$ cat config.mk
export PLATFORM = sky130hd
export DESIGN_NAME = bwr_regs
export DESIGN_NICKNAME = d
export VERILOG_FILES = /design/src/logic/bwr_pkg.sv /design/src/logic/bwr_wake_match.sv /design/src/logic/bwr_regs.sv
export SDC_FILE = /design/constraint.sdc
export NUM_CORES = 1
export LEC_CHECK = 0
export BUFFER_PORTS_ARGS = -buffer_cell sky130_fd_sc_hd__buf_2
export CAP_MARGIN = 10
export CORE_UTILIZATION = 63
export DETAILED_ROUTE_END_ITERATION = 8
export GPL_TIMING_DRIVEN = 0
export PLACE_DENSITY_LB_ADDON = 0.3
export RECOVER_POWER = 100
export SETUP_SLACK_MARGIN = 0.5
export SLEW_MARGIN = 20
export SYNTH_ARGS = -nofsm -noshare
export SYNTH_HDL_FRONTEND = slang
export SYNTH_SLANG_ARGS = --single-unit
$ cat constraint.sdc
create_clock -name aclk -period 8.1 [get_ports aclk]
set_clock_uncertainty 0.05 [all_clocks]
set_input_delay 0.405 -clock aclk [delete_from_list [all_inputs] [get_ports aclk]]
set_output_delay 0.405 -clock aclk [all_outputs]
set_load 0.1 [all_outputs]
$ cat src/logic/bwr_pkg.sv
/*
  constants and types for the self-test, soft reset and wakeup registers.
  assumes a 32-bit axi4-lite master and a byte stream from the receive mac.
*/
package bwr_pkg;

  // ==========================================================
  // register indices and byte addresses
  localparam int ADDR_W = 8;
  localparam int IDX_SELFTEST = 32'h0000_0024;
  localparam int IDX_RESET_CTRL = 32'h0000_0026;
  localparam int IDX_WAKE_CTRL = 32'h0000_002a;
  localparam int IDX_CRC0_LOW = 32'h0000_0030;
  localparam int IDX_CRC0_HIGH = 32'h0000_0032;
  localparam int IDX_MASK0 = 32'h0000_0034;
  localparam int IDX_MASK_STEP = 32'h0000_0002;
  localparam logic [ADDR_W-1:0] ADDR_SELFTEST = ADDR_W'(IDX_SELFTEST * 4);
  localparam logic [ADDR_W-1:0] ADDR_RESET_CTRL = ADDR_W'(IDX_RESET_CTRL * 4);
  localparam logic [ADDR_W-1:0] ADDR_WAKE_CTRL = ADDR_W'(IDX_WAKE_CTRL * 4);
  localparam logic [ADDR_W-1:0] ADDR_CRC0_LOW = ADDR_W'(IDX_CRC0_LOW * 4);
  localparam logic [ADDR_W-1:0] ADDR_CRC0_HIGH = ADDR_W'(IDX_CRC0_HIGH * 4);
  localparam logic [ADDR_W-1:0] ADDR_MASK0 = ADDR_W'(IDX_MASK0 * 4);
  localparam logic [ADDR_W-1:0] ADDR_MASK_STEP = ADDR_W'(IDX_MASK_STEP * 4);

  // ==========================================================
  // field positions
  localparam int TX_DONE_BIT = 12;
  localparam int TX_FAIL_BIT = 11;
  localparam int TX_CNT_LSB = 8;
  localparam int RX_DONE_BIT = 4;
  localparam int RX_FAIL_BIT = 3;
  localparam int RX_CNT_LSB = 0;
  localparam int CNT_W = 3;
  localparam int QM_RESET_BIT = 1;
  localparam int GLOBAL_RESET_BIT = 0;
  localparam int MAGIC_ENABLE_BIT = 7;
  localparam int WAKE_PATTERNS = 4;
  localparam int MASK_WORDS = 4;
  localparam int MASK_WORD_BYTES = 16;
  localparam int PATTERN_BYTES = MASK_WORDS * MASK_WORD_BYTES;

  // ==========================================================
  // reset values and writable bits
  localparam logic [15:0] SELFTEST_DEFAULT = 16'h0000;
  localparam logic [15:0] RESET_CTRL_DEFAULT = 16'h0000;
  localparam logic [15:0] WAKE_CTRL_DEFAULT = 16'h0000;
  localparam logic [15:0] CRC_DEFAULT = 16'h0000;
  localparam logic [15:0] MASK_DEFAULT = 16'h0000;
  localparam logic [15:0] RESET_CTRL_WMASK = 16'h0003;
  localparam logic [15:0] WAKE_CTRL_WMASK = 16'h008f;
  localparam logic [15:0] FULL_WMASK = 16'hffff;

  // ==========================================================
  // bus answers and crc
  localparam logic [1:0] RESP_OKAY = 2'b00;
  localparam logic [1:0] RESP_SLVERR = 2'b10;
  localparam logic [31:0] CRC_INIT = 32'hffff_ffff;
  localparam logic [31:0] CRC_POLY = 32'hedb8_8320;

  // ==========================================================
  // carriers
  typedef struct packed {
    logic done;
    logic failed;
    logic [CNT_W-1:0] fail_count;
  } bwr_selftest_t;

  typedef struct packed {
    logic valid;
    logic last;
    logic [7:0] data;
  } bwr_rx_byte_t;

endpackage

$ cat src/logic/bwr_wake_match.sv
/*
  wakeup frame 0 matcher: crc over the masked first 64 bytes of a frame.
  assumes one received byte per valid cycle, last flags the final byte.
*/
`timescale 1ns/1ps
module bwr_wake_match
  import bwr_pkg::*;
(
  input wire logic aclk,
  input wire logic aresetn,
  input wire logic clear,
  input wire logic enable,
  input wire bwr_rx_byte_t rx,
  input wire logic [PATTERN_BYTES-1:0] byte_mask,
  input wire logic [31:0] expected_crc,
  output logic wake_event
);

  // ==========================================================
  // crc step, reflected ethernet polynomial
  function automatic logic [31:0] crc_byte(input logic [31:0] c,
                                           input logic [7:0] d);
    logic [31:0] r;
    r = c;
    for (int i = 0; i < 8; i++)
    begin
      if (r[0] ^ d[i])
        r = (r >> 1) ^ CRC_POLY;
      else
        r = r >> 1;
    end
    return r;
  endfunction

  logic [6:0] byte_idx;
  logic [31:0] crc;
  logic [6:0] next_byte_idx;
  logic [31:0] next_crc;
  logic next_wake_event;
  logic [31:0] crc_upd;
  logic selected;

  // ==========================================================
  // byte walk
  always_comb
  begin
    selected = (byte_idx < 7'(PATTERN_BYTES)) &&
               byte_mask[byte_idx[5:0]];
    crc_upd = selected ? crc_byte(crc, rx.data) : crc;
    next_byte_idx = byte_idx;
    next_crc = crc;
    next_wake_event = 1'b0;
    if (clear || !enable)
    begin
      next_byte_idx = 7'h00;
      next_crc = CRC_INIT;
    end
    else if (rx.valid)
    begin
      if (rx.last)
      begin
        next_wake_event = (~crc_upd == expected_crc);
        next_byte_idx = 7'h00;
        next_crc = CRC_INIT;
      end
      else
      begin
        if (byte_idx < 7'(PATTERN_BYTES))
          next_byte_idx = byte_idx + 7'h01;
        next_crc = crc_upd;
      end
    end
  end

  always_ff @(posedge aclk)
  begin
    if (!aresetn)
    begin
      byte_idx <= 7'h00;
      crc <= CRC_INIT;
      wake_event <= 1'b0;
    end
    else
    begin
      byte_idx <= next_byte_idx;
      crc <= next_crc;
      wake_event <= next_wake_event;
    end
  end

  // ==========================================================
  // checks
  chk_wake_needs_enable:
    assert property (@(posedge aclk) disable iff (!aresetn)
      wake_event |-> $past(enable) && $past(rx.valid && rx.last))
    else $error("wake event without enabled frame end");

endmodule

$ cat src/logic/bwr_regs.sv
/*
  axi4-lite register bank: memory self-test status, soft resets,
  wakeup detector enables, wakeup frame 0 crc and byte masks.
  assumes self-test results and the rx byte stream share aclk.
*/
`timescale 1ns/1ps
module bwr_regs
  import bwr_pkg::*;
(
  input wire logic aclk,
  input wire logic aresetn,
  input wire logic [ADDR_W-1:0] s_axi_awaddr,
  input wire logic s_axi_awvalid,
  output logic s_axi_awready,
  input wire logic [31:0] s_axi_wdata,
  input wire logic [3:0] s_axi_wstrb,
  input wire logic s_axi_wvalid,
  output logic s_axi_wready,
  output logic [1:0] s_axi_bresp,
  output logic s_axi_bvalid,
  input wire logic s_axi_bready,
  input wire logic [ADDR_W-1:0] s_axi_araddr,
  input wire logic s_axi_arvalid,
  output logic s_axi_arready,
  output logic [31:0] s_axi_rdata,
  output logic [1:0] s_axi_rresp,
  output logic s_axi_rvalid,
  input wire logic s_axi_rready,
  input wire bwr_selftest_t tx_selftest,
  input wire bwr_selftest_t rx_selftest,
  input wire bwr_rx_byte_t rx_byte,
  output logic queue_manager_reset,
  output logic global_soft_reset,
  output logic magic_packet_detect_enable,
  output logic [WAKE_PATTERNS-1:0] wake_pattern_enable,
  output logic wake_pattern0_event
);

  // ==========================================================
  // helpers
  function automatic logic [15:0] merge(input logic [15:0] old,
                                        input logic [31:0] data,
                                        input logic [3:0] strb,
                                        input logic [15:0] wmask);
    logic [15:0] r;
    r = old;
    if (strb[0])
      r[7:0] = data[7:0];
    if (strb[1])
      r[15:8] = data[15:8];
    return (r & wmask) | (old & ~wmask);
  endfunction

  function automatic logic [ADDR_W-1:0] mask_addr(input int k);
    return ADDR_W'(ADDR_MASK0 + ADDR_W'(k) * ADDR_MASK_STEP);
  endfunction

  function automatic logic addr_hit(input logic [ADDR_W-1:0] a);
    logic h;
    h = (a == ADDR_SELFTEST) || (a == ADDR_RESET_CTRL) ||
        (a == ADDR_WAKE_CTRL) || (a == ADDR_CRC0_LOW) ||
        (a == ADDR_CRC0_HIGH);
    for (int k = 0; k < MASK_WORDS; k++)
    begin
      if (a == mask_addr(k))
        h = 1'b1;
    end
    return h;
  endfunction

  // ==========================================================
  // bus slave state
  logic aw_held, w_held;
  logic [ADDR_W-1:0] aw_addr;
  logic [31:0] w_data;
  logic [3:0] w_strb;
  logic [31:0] rdata;
  logic [1:0] rresp, bresp;
  logic bvalid, rvalid;
  logic next_aw_held, next_w_held, next_bvalid, next_rvalid;
  logic [ADDR_W-1:0] next_aw_addr;
  logic [31:0] next_w_data, next_rdata;
  logic [3:0] next_w_strb;
  logic [1:0] next_rresp, next_bresp;
  logic wr_fire, rd_fire;
  logic [15:0] rd_value;

  // ==========================================================
  // register state
  logic [15:0] selftest, reset_ctrl, wake_ctrl, crc_low, crc_high;
  logic [15:0] mask [MASK_WORDS];
  logic [15:0] next_selftest, next_reset_ctrl, next_wake_ctrl;
  logic [15:0] next_crc_low, next_crc_high;
  logic [15:0] next_mask [MASK_WORDS];
  logic global_active;
  logic [PATTERN_BYTES-1:0] mask_flat;

  assign s_axi_awready = !aw_held && !bvalid;
  assign s_axi_wready = !w_held && !bvalid;
  assign s_axi_arready = !rvalid;
  assign s_axi_bvalid = bvalid;
  assign s_axi_bresp = bresp;
  assign s_axi_rvalid = rvalid;
  assign s_axi_rdata = rdata;
  assign s_axi_rresp = rresp;
  assign wr_fire = aw_held && w_held && !bvalid;
  assign rd_fire = s_axi_arvalid && !rvalid;

  // ==========================================================
  // write and read channels
  always_comb
  begin
    next_aw_held = aw_held;
    next_aw_addr = aw_addr;
    next_w_held = w_held;
    next_w_data = w_data;
    next_w_strb = w_strb;
    next_bvalid = bvalid;
    next_bresp = bresp;
    next_rvalid = rvalid;
    next_rdata = rdata;
    next_rresp = rresp;
    if (s_axi_awvalid && s_axi_awready)
    begin
      next_aw_held = 1'b1;
      next_aw_addr = s_axi_awaddr;
    end
    if (s_axi_wvalid && s_axi_wready)
    begin
      next_w_held = 1'b1;
      next_w_data = s_axi_wdata;
      next_w_strb = s_axi_wstrb;
    end
    if (wr_fire)
    begin
      next_aw_held = 1'b0;
      next_w_held = 1'b0;
      next_bvalid = 1'b1;
      next_bresp = addr_hit(aw_addr) ? RESP_OKAY : RESP_SLVERR;
    end
    else if (bvalid && s_axi_bready)
      next_bvalid = 1'b0;
    if (rd_fire)
    begin
      next_rvalid = 1'b1;
      next_rdata = {16'h0000, rd_value};
      next_rresp = addr_hit(s_axi_araddr) ? RESP_OKAY : RESP_SLVERR;
    end
    else if (rvalid && s_axi_rready)
      next_rvalid = 1'b0;
  end

  always_comb
  begin
    rd_value = 16'h0000;
    case (s_axi_araddr)
      ADDR_SELFTEST: rd_value = selftest;
      ADDR_RESET_CTRL: rd_value = reset_ctrl;
      ADDR_WAKE_CTRL: rd_value = wake_ctrl;
      ADDR_CRC0_LOW: rd_value = crc_low;
      ADDR_CRC0_HIGH: rd_value = crc_high;
      default: rd_value = 16'h0000;
    endcase
    for (int k = 0; k < MASK_WORDS; k++)
    begin
      if (s_axi_araddr == mask_addr(k))
        rd_value = mask[k];
    end
  end

  always_ff @(posedge aclk)
  begin
    if (!aresetn)
    begin
      aw_held <= 1'b0;
      aw_addr <= '0;
      w_held <= 1'b0;
      w_data <= 32'h0000_0000;
      w_strb <= 4'h0;
      bvalid <= 1'b0;
      bresp <= RESP_OKAY;
      rvalid <= 1'b0;
      rdata <= 32'h0000_0000;
      rresp <= RESP_OKAY;
    end
    else
    begin
      aw_held <= next_aw_held;
      aw_addr <= next_aw_addr;
      w_held <= next_w_held;
      w_data <= next_w_data;
      w_strb <= next_w_strb;
      bvalid <= next_bvalid;
      bresp <= next_bresp;
      rvalid <= next_rvalid;
      rdata <= next_rdata;
      rresp <= next_rresp;
    end
  end

  // ==========================================================
  // registers
  assign global_active = reset_ctrl[GLOBAL_RESET_BIT];

  always_comb
  begin
    next_selftest = SELFTEST_DEFAULT;
    next_selftest[TX_DONE_BIT] = tx_selftest.done;
    next_selftest[TX_FAIL_BIT] = tx_selftest.failed;
    next_selftest[TX_CNT_LSB +: CNT_W] = tx_selftest.fail_count;
    next_selftest[RX_DONE_BIT] = rx_selftest.done;
    next_selftest[RX_FAIL_BIT] = rx_selftest.failed;
    next_selftest[RX_CNT_LSB +: CNT_W] = rx_selftest.fail_count;
    next_reset_ctrl = reset_ctrl;
    next_wake_ctrl = wake_ctrl;
    next_crc_low = crc_low;
    next_crc_high = crc_high;
    for (int k = 0; k < MASK_WORDS; k++)
      next_mask[k] = mask[k];
    if (wr_fire)
    begin
      case (aw_addr)
        ADDR_RESET_CTRL: next_reset_ctrl =
          merge(reset_ctrl, w_data, w_strb, RESET_CTRL_WMASK);
        ADDR_WAKE_CTRL: next_wake_ctrl =
          merge(wake_ctrl, w_data, w_strb, WAKE_CTRL_WMASK);
        ADDR_CRC0_LOW: next_crc_low =
          merge(crc_low, w_data, w_strb, FULL_WMASK);
        ADDR_CRC0_HIGH: next_crc_high =
          merge(crc_high, w_data, w_strb, FULL_WMASK);
        default: next_crc_low = crc_low;
      endcase
      for (int k = 0; k < MASK_WORDS; k++)
      begin
        if (aw_addr == mask_addr(k))
          next_mask[k] = merge(mask[k], w_data, w_strb, FULL_WMASK);
      end
    end
    if (global_active)
    begin
      next_wake_ctrl = WAKE_CTRL_DEFAULT;
      next_crc_low = CRC_DEFAULT;
      next_crc_high = CRC_DEFAULT;
      for (int k = 0; k < MASK_WORDS; k++)
        next_mask[k] = MASK_DEFAULT;
    end
  end

  always_ff @(posedge aclk)
  begin
    if (!aresetn)
    begin
      selftest <= SELFTEST_DEFAULT;
      reset_ctrl <= RESET_CTRL_DEFAULT;
      wake_ctrl <= WAKE_CTRL_DEFAULT;
      crc_low <= CRC_DEFAULT;
      crc_high <= CRC_DEFAULT;
      for (int k = 0; k < MASK_WORDS; k++)
        mask[k] <= MASK_DEFAULT;
    end
    else
    begin
      selftest <= next_selftest;
      reset_ctrl <= next_reset_ctrl;
      wake_ctrl <= next_wake_ctrl;
      crc_low <= next_crc_low;
      crc_high <= next_crc_high;
      for (int k = 0; k < MASK_WORDS; k++)
        mask[k] <= next_mask[k];
    end
  end

  // ==========================================================
  // outputs and wakeup frame 0 detector
  assign queue_manager_reset = reset_ctrl[QM_RESET_BIT] ||
                               global_active;
  assign global_soft_reset = global_active;
  assign magic_packet_detect_enable = wake_ctrl[MAGIC_ENABLE_BIT];
  assign wake_pattern_enable = wake_ctrl[WAKE_PATTERNS-1:0];

  generate
    for (genvar g = 0; g < MASK_WORDS; g++)
    begin : g_mask
      assign mask_flat[g*MASK_WORD_BYTES +: MASK_WORD_BYTES] = mask[g];
    end
  endgenerate

  bwr_wake_match u_match0 (
    .aclk(aclk),
    .aresetn(aresetn),
    .clear(global_active),
    .enable(wake_ctrl[0]),
    .rx(rx_byte),
    .byte_mask(mask_flat),
    .expected_crc({crc_high, crc_low}),
    .wake_event(wake_pattern0_event)
  );

  // ==========================================================
  // checks
  chk_tx_selftest_read:
    assert property (@(posedge aclk) disable iff (!aresetn)
      (rd_fire && s_axi_araddr == ADDR_SELFTEST) |=>
        s_axi_rvalid && s_axi_rdata[TX_DONE_BIT:TX_CNT_LSB] ==
        $past({tx_selftest.done, tx_selftest.failed,
               tx_selftest.fail_count}, 2))
    else $error("tx self-test result misread");

  chk_rx_selftest_read:
    assert property (@(posedge aclk) disable iff (!aresetn)
      (rd_fire && s_axi_araddr == ADDR_SELFTEST) |=>
        s_axi_rdata[RX_DONE_BIT:RX_CNT_LSB] ==
        $past({rx_selftest.done, rx_selftest.failed,
               rx_selftest.fail_count}, 2))
    else $error("rx self-test result misread");

  chk_status_reserved_zero:
    assert property (@(posedge aclk) disable iff (!aresetn)
      (rd_fire && s_axi_araddr == ADDR_SELFTEST) |=>
        s_axi_rdata[15:13] == 3'b000 && s_axi_rdata[7:5] == 3'b000)
    else $error("self-test reserved bits not zero");

  chk_qm_reset_set:
    assert property (@(posedge aclk) disable iff (!aresetn)
      (wr_fire && aw_addr == ADDR_RESET_CTRL && w_strb[0] &&
       w_data[QM_RESET_BIT]) |=> queue_manager_reset [*2])
    else $error("queue manager reset not held");

  chk_reset_level_held:
    assert property (@(posedge aclk) disable iff (!aresetn)
      (global_soft_reset && !(wr_fire && aw_addr == ADDR_RESET_CTRL))
        |=> global_soft_reset)
    else $error("global reset released without write");

  chk_global_clears_wake:
    assert property (@(posedge aclk) disable iff (!aresetn)
      global_soft_reset |=> !magic_packet_detect_enable &&
        wake_pattern_enable == '0 && crc_low == CRC_DEFAULT)
    else $error("global reset left registers set");

  chk_magic_enable_write:
    assert property (@(posedge aclk) disable iff (!aresetn)
      (wr_fire && aw_addr == ADDR_WAKE_CTRL && w_strb[0] &&
       !global_active) |=>
        magic_packet_detect_enable == $past(w_data[MAGIC_ENABLE_BIT]))
    else $error("magic packet enable not written");

  chk_control_reserved:
    assert property (@(posedge aclk) disable iff (!aresetn)
      (rd_fire && (s_axi_araddr == ADDR_RESET_CTRL ||
       s_axi_araddr == ADDR_WAKE_CTRL)) |=>
        s_axi_rdata[15:8] == 8'h00 && s_axi_rdata[6:4] == 3'b000)
    else $error("control reserved bits not zero");

  chk_crc_low_write:
    assert property (@(posedge aclk) disable iff (!aresetn)
      (wr_fire && aw_addr == ADDR_CRC0_LOW && w_strb[1:0] == 2'b11 &&
       !global_active) |=> crc_low == $past(w_data[15:0]))
    else $error("crc low half not written");

  chk_write_answer:
    assert property (@(posedge aclk) disable iff (!aresetn)
      (s_axi_awvalid && s_axi_awready && s_axi_wvalid && s_axi_wready)
        |=> ##1 s_axi_bvalid)
    else $error("write answer late");

endmodule

==> run metrics, run 1 <==
post_cts resized=0; Synth Flop Type=dfxtp_1; ANT cells=0; Slew @ Worst Pin=1660 ps; Setup crit end kind=register; Final Cycle Share=0.620; Crit path largest cell delay=690 ps; Yosys reg bits=201; Post-synth EDFFs=0; first-pass GRT wire length=50100 um; # nets final=1403; endpoints failing setup=0; clock tree from TritonCTS=yes; CP Class=register to register; clk_lat worst skew=510 ps; Seq/Total Area, Yosys=0.387; Root Buffer=clkbuf_16; Reg2Reg Setup Slack=3080 ps; drt pass-1 iters=6; RSZ-0062 raised after global routing=false; Routed Antenna Nets=0; crit path cell chain=clkbuf_1, clkbuf_1, mux2_1, a221oi_1, o211ai_1, nand3_1, buf_2, clkbuf_1, nand4_1, o221ai_1, o21ai_0, nor4_1, and4_1; worst-case headroom to the max-slew limit=-0.126; fmax=199 MHz; arrival time worst endpoint=5410 ps; Die ar.=17000 sq um; most frequent cell after synthesis=dfxtp_1; Synth Instances=1191; # DRC=0; Vias per Instance=6.29; IO buf count=91; Synth top cells by count=dfxtp_1 (201), nand2_1 (180), nor2_1 (121); Ys Warns=0; core area=16000 sq um; Vias=9783; post-synth top area share=0.387; Yosys top cell by area=dfxtp_1; area grow syn2layout=15.1%; share of cells above drive strength 1=0.112; Synth area leaders=dfxtp_1 (39%), mux2i_1 (8.7%), nand2_1 (6.5%), nor2_1 (4.4%), xnor2_1 (4.3%); Die W=130 um; leakage=4.39 nW; status=complete, but fails checks; WP data required=8490 ps; Max Cap Viol=1; CP most frequent cell=clkbuf_1; num rows=46; VDD IR max=0.197 mV; cts bufs inserted=22; final hold violation count=0; Slew Viols, Final=8; H-tree depth=1; hold_buf cts=0; Synth Area per Inst=8.72 sq um; Yosys cell types=68; Iteration-0 DRC Markers=1394; Worst-path clk slew=70 ps; Global Route Usage Sum=0.390; Final GP Congestion=0.988; setup TNS=0 ps; I/O pin total=128; CP Launch Type=register; initial antenna violation count=0; min Tclk post-route=5020 ps; Initial Util=0.649; per-cell routed wire length=21.0 um; grt total ovfl=0; DP Wirelength=24100 um; violated checks=max-capacitance violations, max-slew violations; Post-synth ARST share=0; DIE HEIGHT=130 um; clock buffer depth=3; CTS sink count=201; slack of the critical path=3080 ps; total power draw=2.48 mW; vias in the first global route=9085; number of fillers in the final layout=1241; largest net degree at the start of global routing=15; pre-CTS setup slack=4200 ps; Hold Path Class=input pin to register; Slowest-stage cell, CP=clkbuf_1; setup bufs post-CTS=0; overall routed net length=32700 um; CP max FO=10; Mapped Area=10400 sq um; total power per unit cell area=208 nW/um^2
cell type report:
class                   instances  area (sq um)  area share
clock inverters                10           186      0.0156
flip-flops and latches        201          4020       0.337
plain buffers                  86           400      0.0335
multi-input cells             906          5960       0.499
repair buffers                 91           413      0.0345
well taps                     216           270      0.0226
clock buffers                  30           642      0.0537
inverters                      15          56.3     0.00471
layout by cell type, fill, tap and decap left out, drive strengths merged, types with 13 or more instances in the layout:
cell | synthesis | routed
a21boi | 34 | 34
a21oi | 44 | 44
a222oi | 13 | 13
a22oi | 19 | 19
a31oi | 13 | 13
and2 | 15 | 15
buf | 32 | 82
clkbuf | 54 | 125
conb | 1 | 18
dfxtp | 201 | 201
inv | 15 | 16
mux2i | 90 | 90
nand2 | 180 | 180
nand3 | 40 | 40
nor2 | 121 | 121
nor2b | 21 | 21
o211ai | 30 | 30
o21ai | 52 | 52
xnor2 | 56 | 56
xor2 | 25 | 25
worst max-delay path, delay by kind of cell, from the launching register on:
family | cells | cell delay (ps)
compound gates | 4 | 820
buf+inv | 4 | 2030
flops | 1 | 500
mux | 1 | 380
simple gates | 4 | 1150
metrics by stage:
stage | std cells | hold slack [ps] | utilization | cell area (sq um)
finish | 1555 | 47.7 | 0.747 | 12000
detailed placement | 1515 | 415 | 0.699 | 11200
global placement | 1515 | 404 | 0.699 | 11200
CTS | 1555 | 47.7 | 0.751 | 12000
floorplan | 1208 | 389 | - | 10500
global route | 1555 | 50.3 | 0.747 | 12000
logic make-up (layout without fill, tap and decap cells):
family                     Yosys count  after routing  synth area share
other                                1             18          0.000361
DFF                                201            201             0.387
and+or+nand+nor                    445            445             0.193
xor gates and xnor gates            91             91            0.0956
adders and majority gates            1              1           0.00120
AOI/OAI and AO/OA                  241            241             0.157
buffers and inverters              101            232            0.0450
muxes                              110            110             0.120
metal layers:
metal  vias up  track usage  part of all wire
met4         0        0.123             0.030
met3        99       0.0904              0.12
met5         -            0                 0
met1      4577        0.535              0.40
li1       4436            -                 -
met2       671        0.610              0.44
power breakdown:
group	total, mW	leakage (nW)	internal, mW	switching, mW
logic	0.316	2.35	0.0883	0.228
clock network	1.14	0.407	0.717	0.425
registers	1.03	1.63	1.01	0.0200
worst paths after layout:
check,start,endpoint,depth (start not counted)
min,rx_selftest[0],selftest[0],2
min reg2reg,aw_addr[1],aw_addr[1],2
max,u_match0.byte_idx[0],u_match0.wake_event,13
max reg2reg,u_match0.byte_idx[0],u_match0.wake_event,13
state kept, by name, indices dropped and copies added (netlist names), 5 cells and up:
register	flops
selftest	10
aw_addr	8
u_match0.crc	32
s_axi_rdata	16
w_data	16
crc_low	16
wake_ctrl	5
u_match0.byte_idx	7
crc_high	16
mask	64
No activity file was read; power rests on OpenSTA's default activity.
==> inputs of run 2 (changes only) <==
--- a/config.mk
+++ b/config.mk
@@ -5,9 +5,10 @@
 export SDC_FILE = /design/constraint.sdc
 export NUM_CORES = 1
 export LEC_CHECK = 0
+export ABC_AREA = 1
 export BUFFER_PORTS_ARGS = -buffer_cell sky130_fd_sc_hd__buf_2
 export CAP_MARGIN = 10
-export CORE_UTILIZATION = 63
+export CORE_UTILIZATION = 59
 export DETAILED_ROUTE_END_ITERATION = 8
 export GPL_TIMING_DRIVEN = 0
 export PLACE_DENSITY_LB_ADDON = 0.3
==> constraint.sdc (replaced) <==
create_clock -name aclk -period 4.8 [get_ports aclk]
set_clock_uncertainty 0.05 [all_clocks]
set_input_delay 0.24 -clock aclk [delete_from_list [all_inputs] [get_ports aclk]]
set_output_delay 0.24 -clock aclk [all_outputs]
set_load 0.1 [all_outputs]
==> run metrics, run 2 <==
initial antenna violation count=1 (+1); Crit path largest cell delay=700 ps (about the same); I/O pin total=128 (unchanged); clk_lat worst skew=520 ps (about the same); # DRC=0 (unchanged); grt total ovfl=0 (unchanged); Yosys reg bits=201 (unchanged); area grow syn2layout=17.3%; slack of the critical path=839 ps (-2240 ps); Area after DPL=11400 sq um (+2.0%); CP Launch Type=register; arrival time worst endpoint=4350 ps (-1060 ps); Die W=136 um (+4.4%); commonest cells after routing, fill and taps aside=nand2_1 (353), dfxtp_1 (201), inv_1 (195); Max Cap Viol=0 (-1); reg2reg start=u_match0.byte_idx[1]; Synth Area per Inst=6.58 sq um (-25%); number of fillers in the final layout=1463 (+18%); Ys Warns=0 (unchanged); final core utilization=0.715 (-0.0319); CTS sink count=201 (unchanged); most flop-heavy register=mask; Setup crit end kind=register; Hold Path Class=input pin to register; largest net degree at the start of global routing=14 (-1); per-cell routed wire length=19.7 um (-6.4%); Post-synth EDFFs=0 (unchanged); RSZ-0062 raised after global routing=false; cell area after layout=12500 sq um (+4.2%); crit path cell chain=clkbuf_1, clkbuf_1, nand3_1, nand3_1, nand3_1, nand2_1, nand3_2, nand2_2, clkbuf_1, nand3_1, nand3_1, nand2_1, nor2_1, nand2_1, nor2_1, nand3_1, nor2_1; clock buffer depth=3 (unchanged); cts bufs inserted=23 (+4.5%); CP startpoint=u_match0.byte_idx[1]; most frequent cell after synthesis=nand2_1; Seq/Total Area, Yosys=0.379 (-0.00840); Yosys cell types=37 (-46%); CP max FO=10 (unchanged); H-tree depth=1 (unchanged); hold_sp=s_axi_wdata[6]; endpoints failing setup=0 (unchanged); Global Route Usage Sum=0.433 (+0.0434); Reg2Reg Setup Slack=840 ps (-2240 ps); Worst-path clk slew=60 ps (about the same); min Tclk post-route=3960 ps (-1060 ps); DIE HEIGHT=136 um (+4.4%); Synth Instances=1613 (+35%); Iteration-0 DRC Markers=1853 (+33%); status=completed; Synth Flop Type=dfxtp_1; DP Wirelength=28800 um (+20%); worst-case headroom to the max-slew limit=0.175 (+0.300); CP most frequent cell=nand3_1; Post-synth ARST share=0 (unchanged); Crit path max-delay family=simple AND/OR/NAND/NOR gates; Yosys top cell by area=dfxtp_1; overall routed net length=39800 um (+22%); Initial Util=0.610 (-0.0396); setup TNS=0 ps (unchanged); Synth top cells by count=nand2_1 (353), dfxtp_1 (201), inv_1 (195); top flop regs=mask: 64 flops, u_match0.crc: 32 flops; clock tree from TritonCTS=yes; first-pass GRT wire length=60300 um (+20%); final hold violation count=0 (unchanged); drt pass-1 iters=6 (unchanged); core area=17400 sq um (+8.9%); vias in the first global route=10900 (+20%); Vias per Instance=5.89 (-6.4%); VDD IR max=0.333 mV (+69%); CP Class=register to register; Final Cycle Share=0.825 (+0.206); Root Buffer=clkbuf_16; WP data required=5190 ps (-3300 ps); Routed Antenna Nets=0 (unchanged); Die ar.=18500 sq um (+9.0%); Final GP Congestion=0.993 (+0.47%); # nets final=1861 (+33%); leading cell type in the layout, fill and taps excluded=nand2_1; share of cells above drive strength 1=0.0785 (-0.0336); Vias=11900 (+22%); Slew @ Worst Pin=1240 ps (-422 ps); fmax=252 MHz (+27%); Slew Viols, Final=0 (-8); post-synth top area share=0.379 (-0.00840); max FFs per register=64 (unchanged); ANT cells=0 (unchanged); Mapped Area=10600 sq um (+2.2%); Synth area leaders=dfxtp_1 (38%), nand2_1 (12%), o21ai_0 (8.4%), a21oi_1 (6.9%), inv_1 (6.9%); Slowest-stage cell, CP=clkbuf_1; setup bufs post-CTS=0 (unchanged); Bufs and invs on worst path=3 (-1); leakage=5.56 nW (+27%); post_cts resized=0 (unchanged); total power per unit cell area=315 nW/um^2 (+52%); pre-CTS setup slack=1310 ps (-2900 ps); IO buf count=89 (-2.2%); num rows=48 (+4.3%)
==> run 2: metrics by stage <==
| stage | cells | hold slack (ps) | total power, mW |
|---|---|---|---|
| final | 2022 | 25.7 | 3.93 |
| after global routing | 2022 | 67.4 | 4.04 |
| after CTS | 2022 | 10.8 | 3.90 |
| after detailed placement | 1944 | 377 | 2.19 |
| after global placement | 1944 | 379 | 2.18 |
| after floorplan | 1630 | 288 | 2.07 |
==> run 2: where the power goes <==
group	switching, mW	total, mW	internal (mW)
sequential	0.0543	1.75	1.70
combinational	0.322	0.446	0.124
clock	0.732	1.73	0.997
total	1.11	3.93	2.82
==> run 2: cells by family after synthesis <==
kind of cell	after synthesis	synth area share
xor gates and xnor gates	51	0.0421
buffers and inverters	298	0.117
other	1	0.000353
and+or+nand+nor	672	0.261
DFF	201	0.379
AOI/OAI and AO/OA	389	0.199
adders and majority gates	1	0.00118
==> run 2: metal layers <==
metal  track usage  vias to the layer above  wire length [um]
met5             0                        -                 0
met4         0.158                        0              1450
met3         0.113                      117              5410
met2         0.668                      845             17200
met1         0.580                     5383             15700
li1              -                     5563                 -
==> run 2: final timing paths <==
check | end | cells past startpoint
max | u_match0.wake_event | 17
min | w_data[6] | 3
min reg2reg | s_axi_rdata[7] | 2
max reg2reg | u_match0.wake_event | 17
==> run 2: layout make-up <==
type	instances	area, sq um	share of cell area
plain buffers	92	453	0.0364
inverters	206	773	0.0621
clock inverters	11	93.8	0.00753
multi-input cells	1131	5410	0.435
clock buffers	30	642	0.0515
well taps	225	282	0.0226
flip-flops and latches	201	4020	0.323
repair buffers	126	777	0.0624
==> run 2: timing repair <==
action / 4_1_cts / 5_1_grt
endpoints found under the setup margin: 0 / 0
hold buffers: 37 / 0
hold endpoints to repair: 37 / 0
==> run 2: worst min-delay path: cells and delay by family <==
family                 cells  cell delay [ps]
AOI/OAI and AO/OA          1              120
buffers and inverters      1               70
and+or+nand+nor            1              110
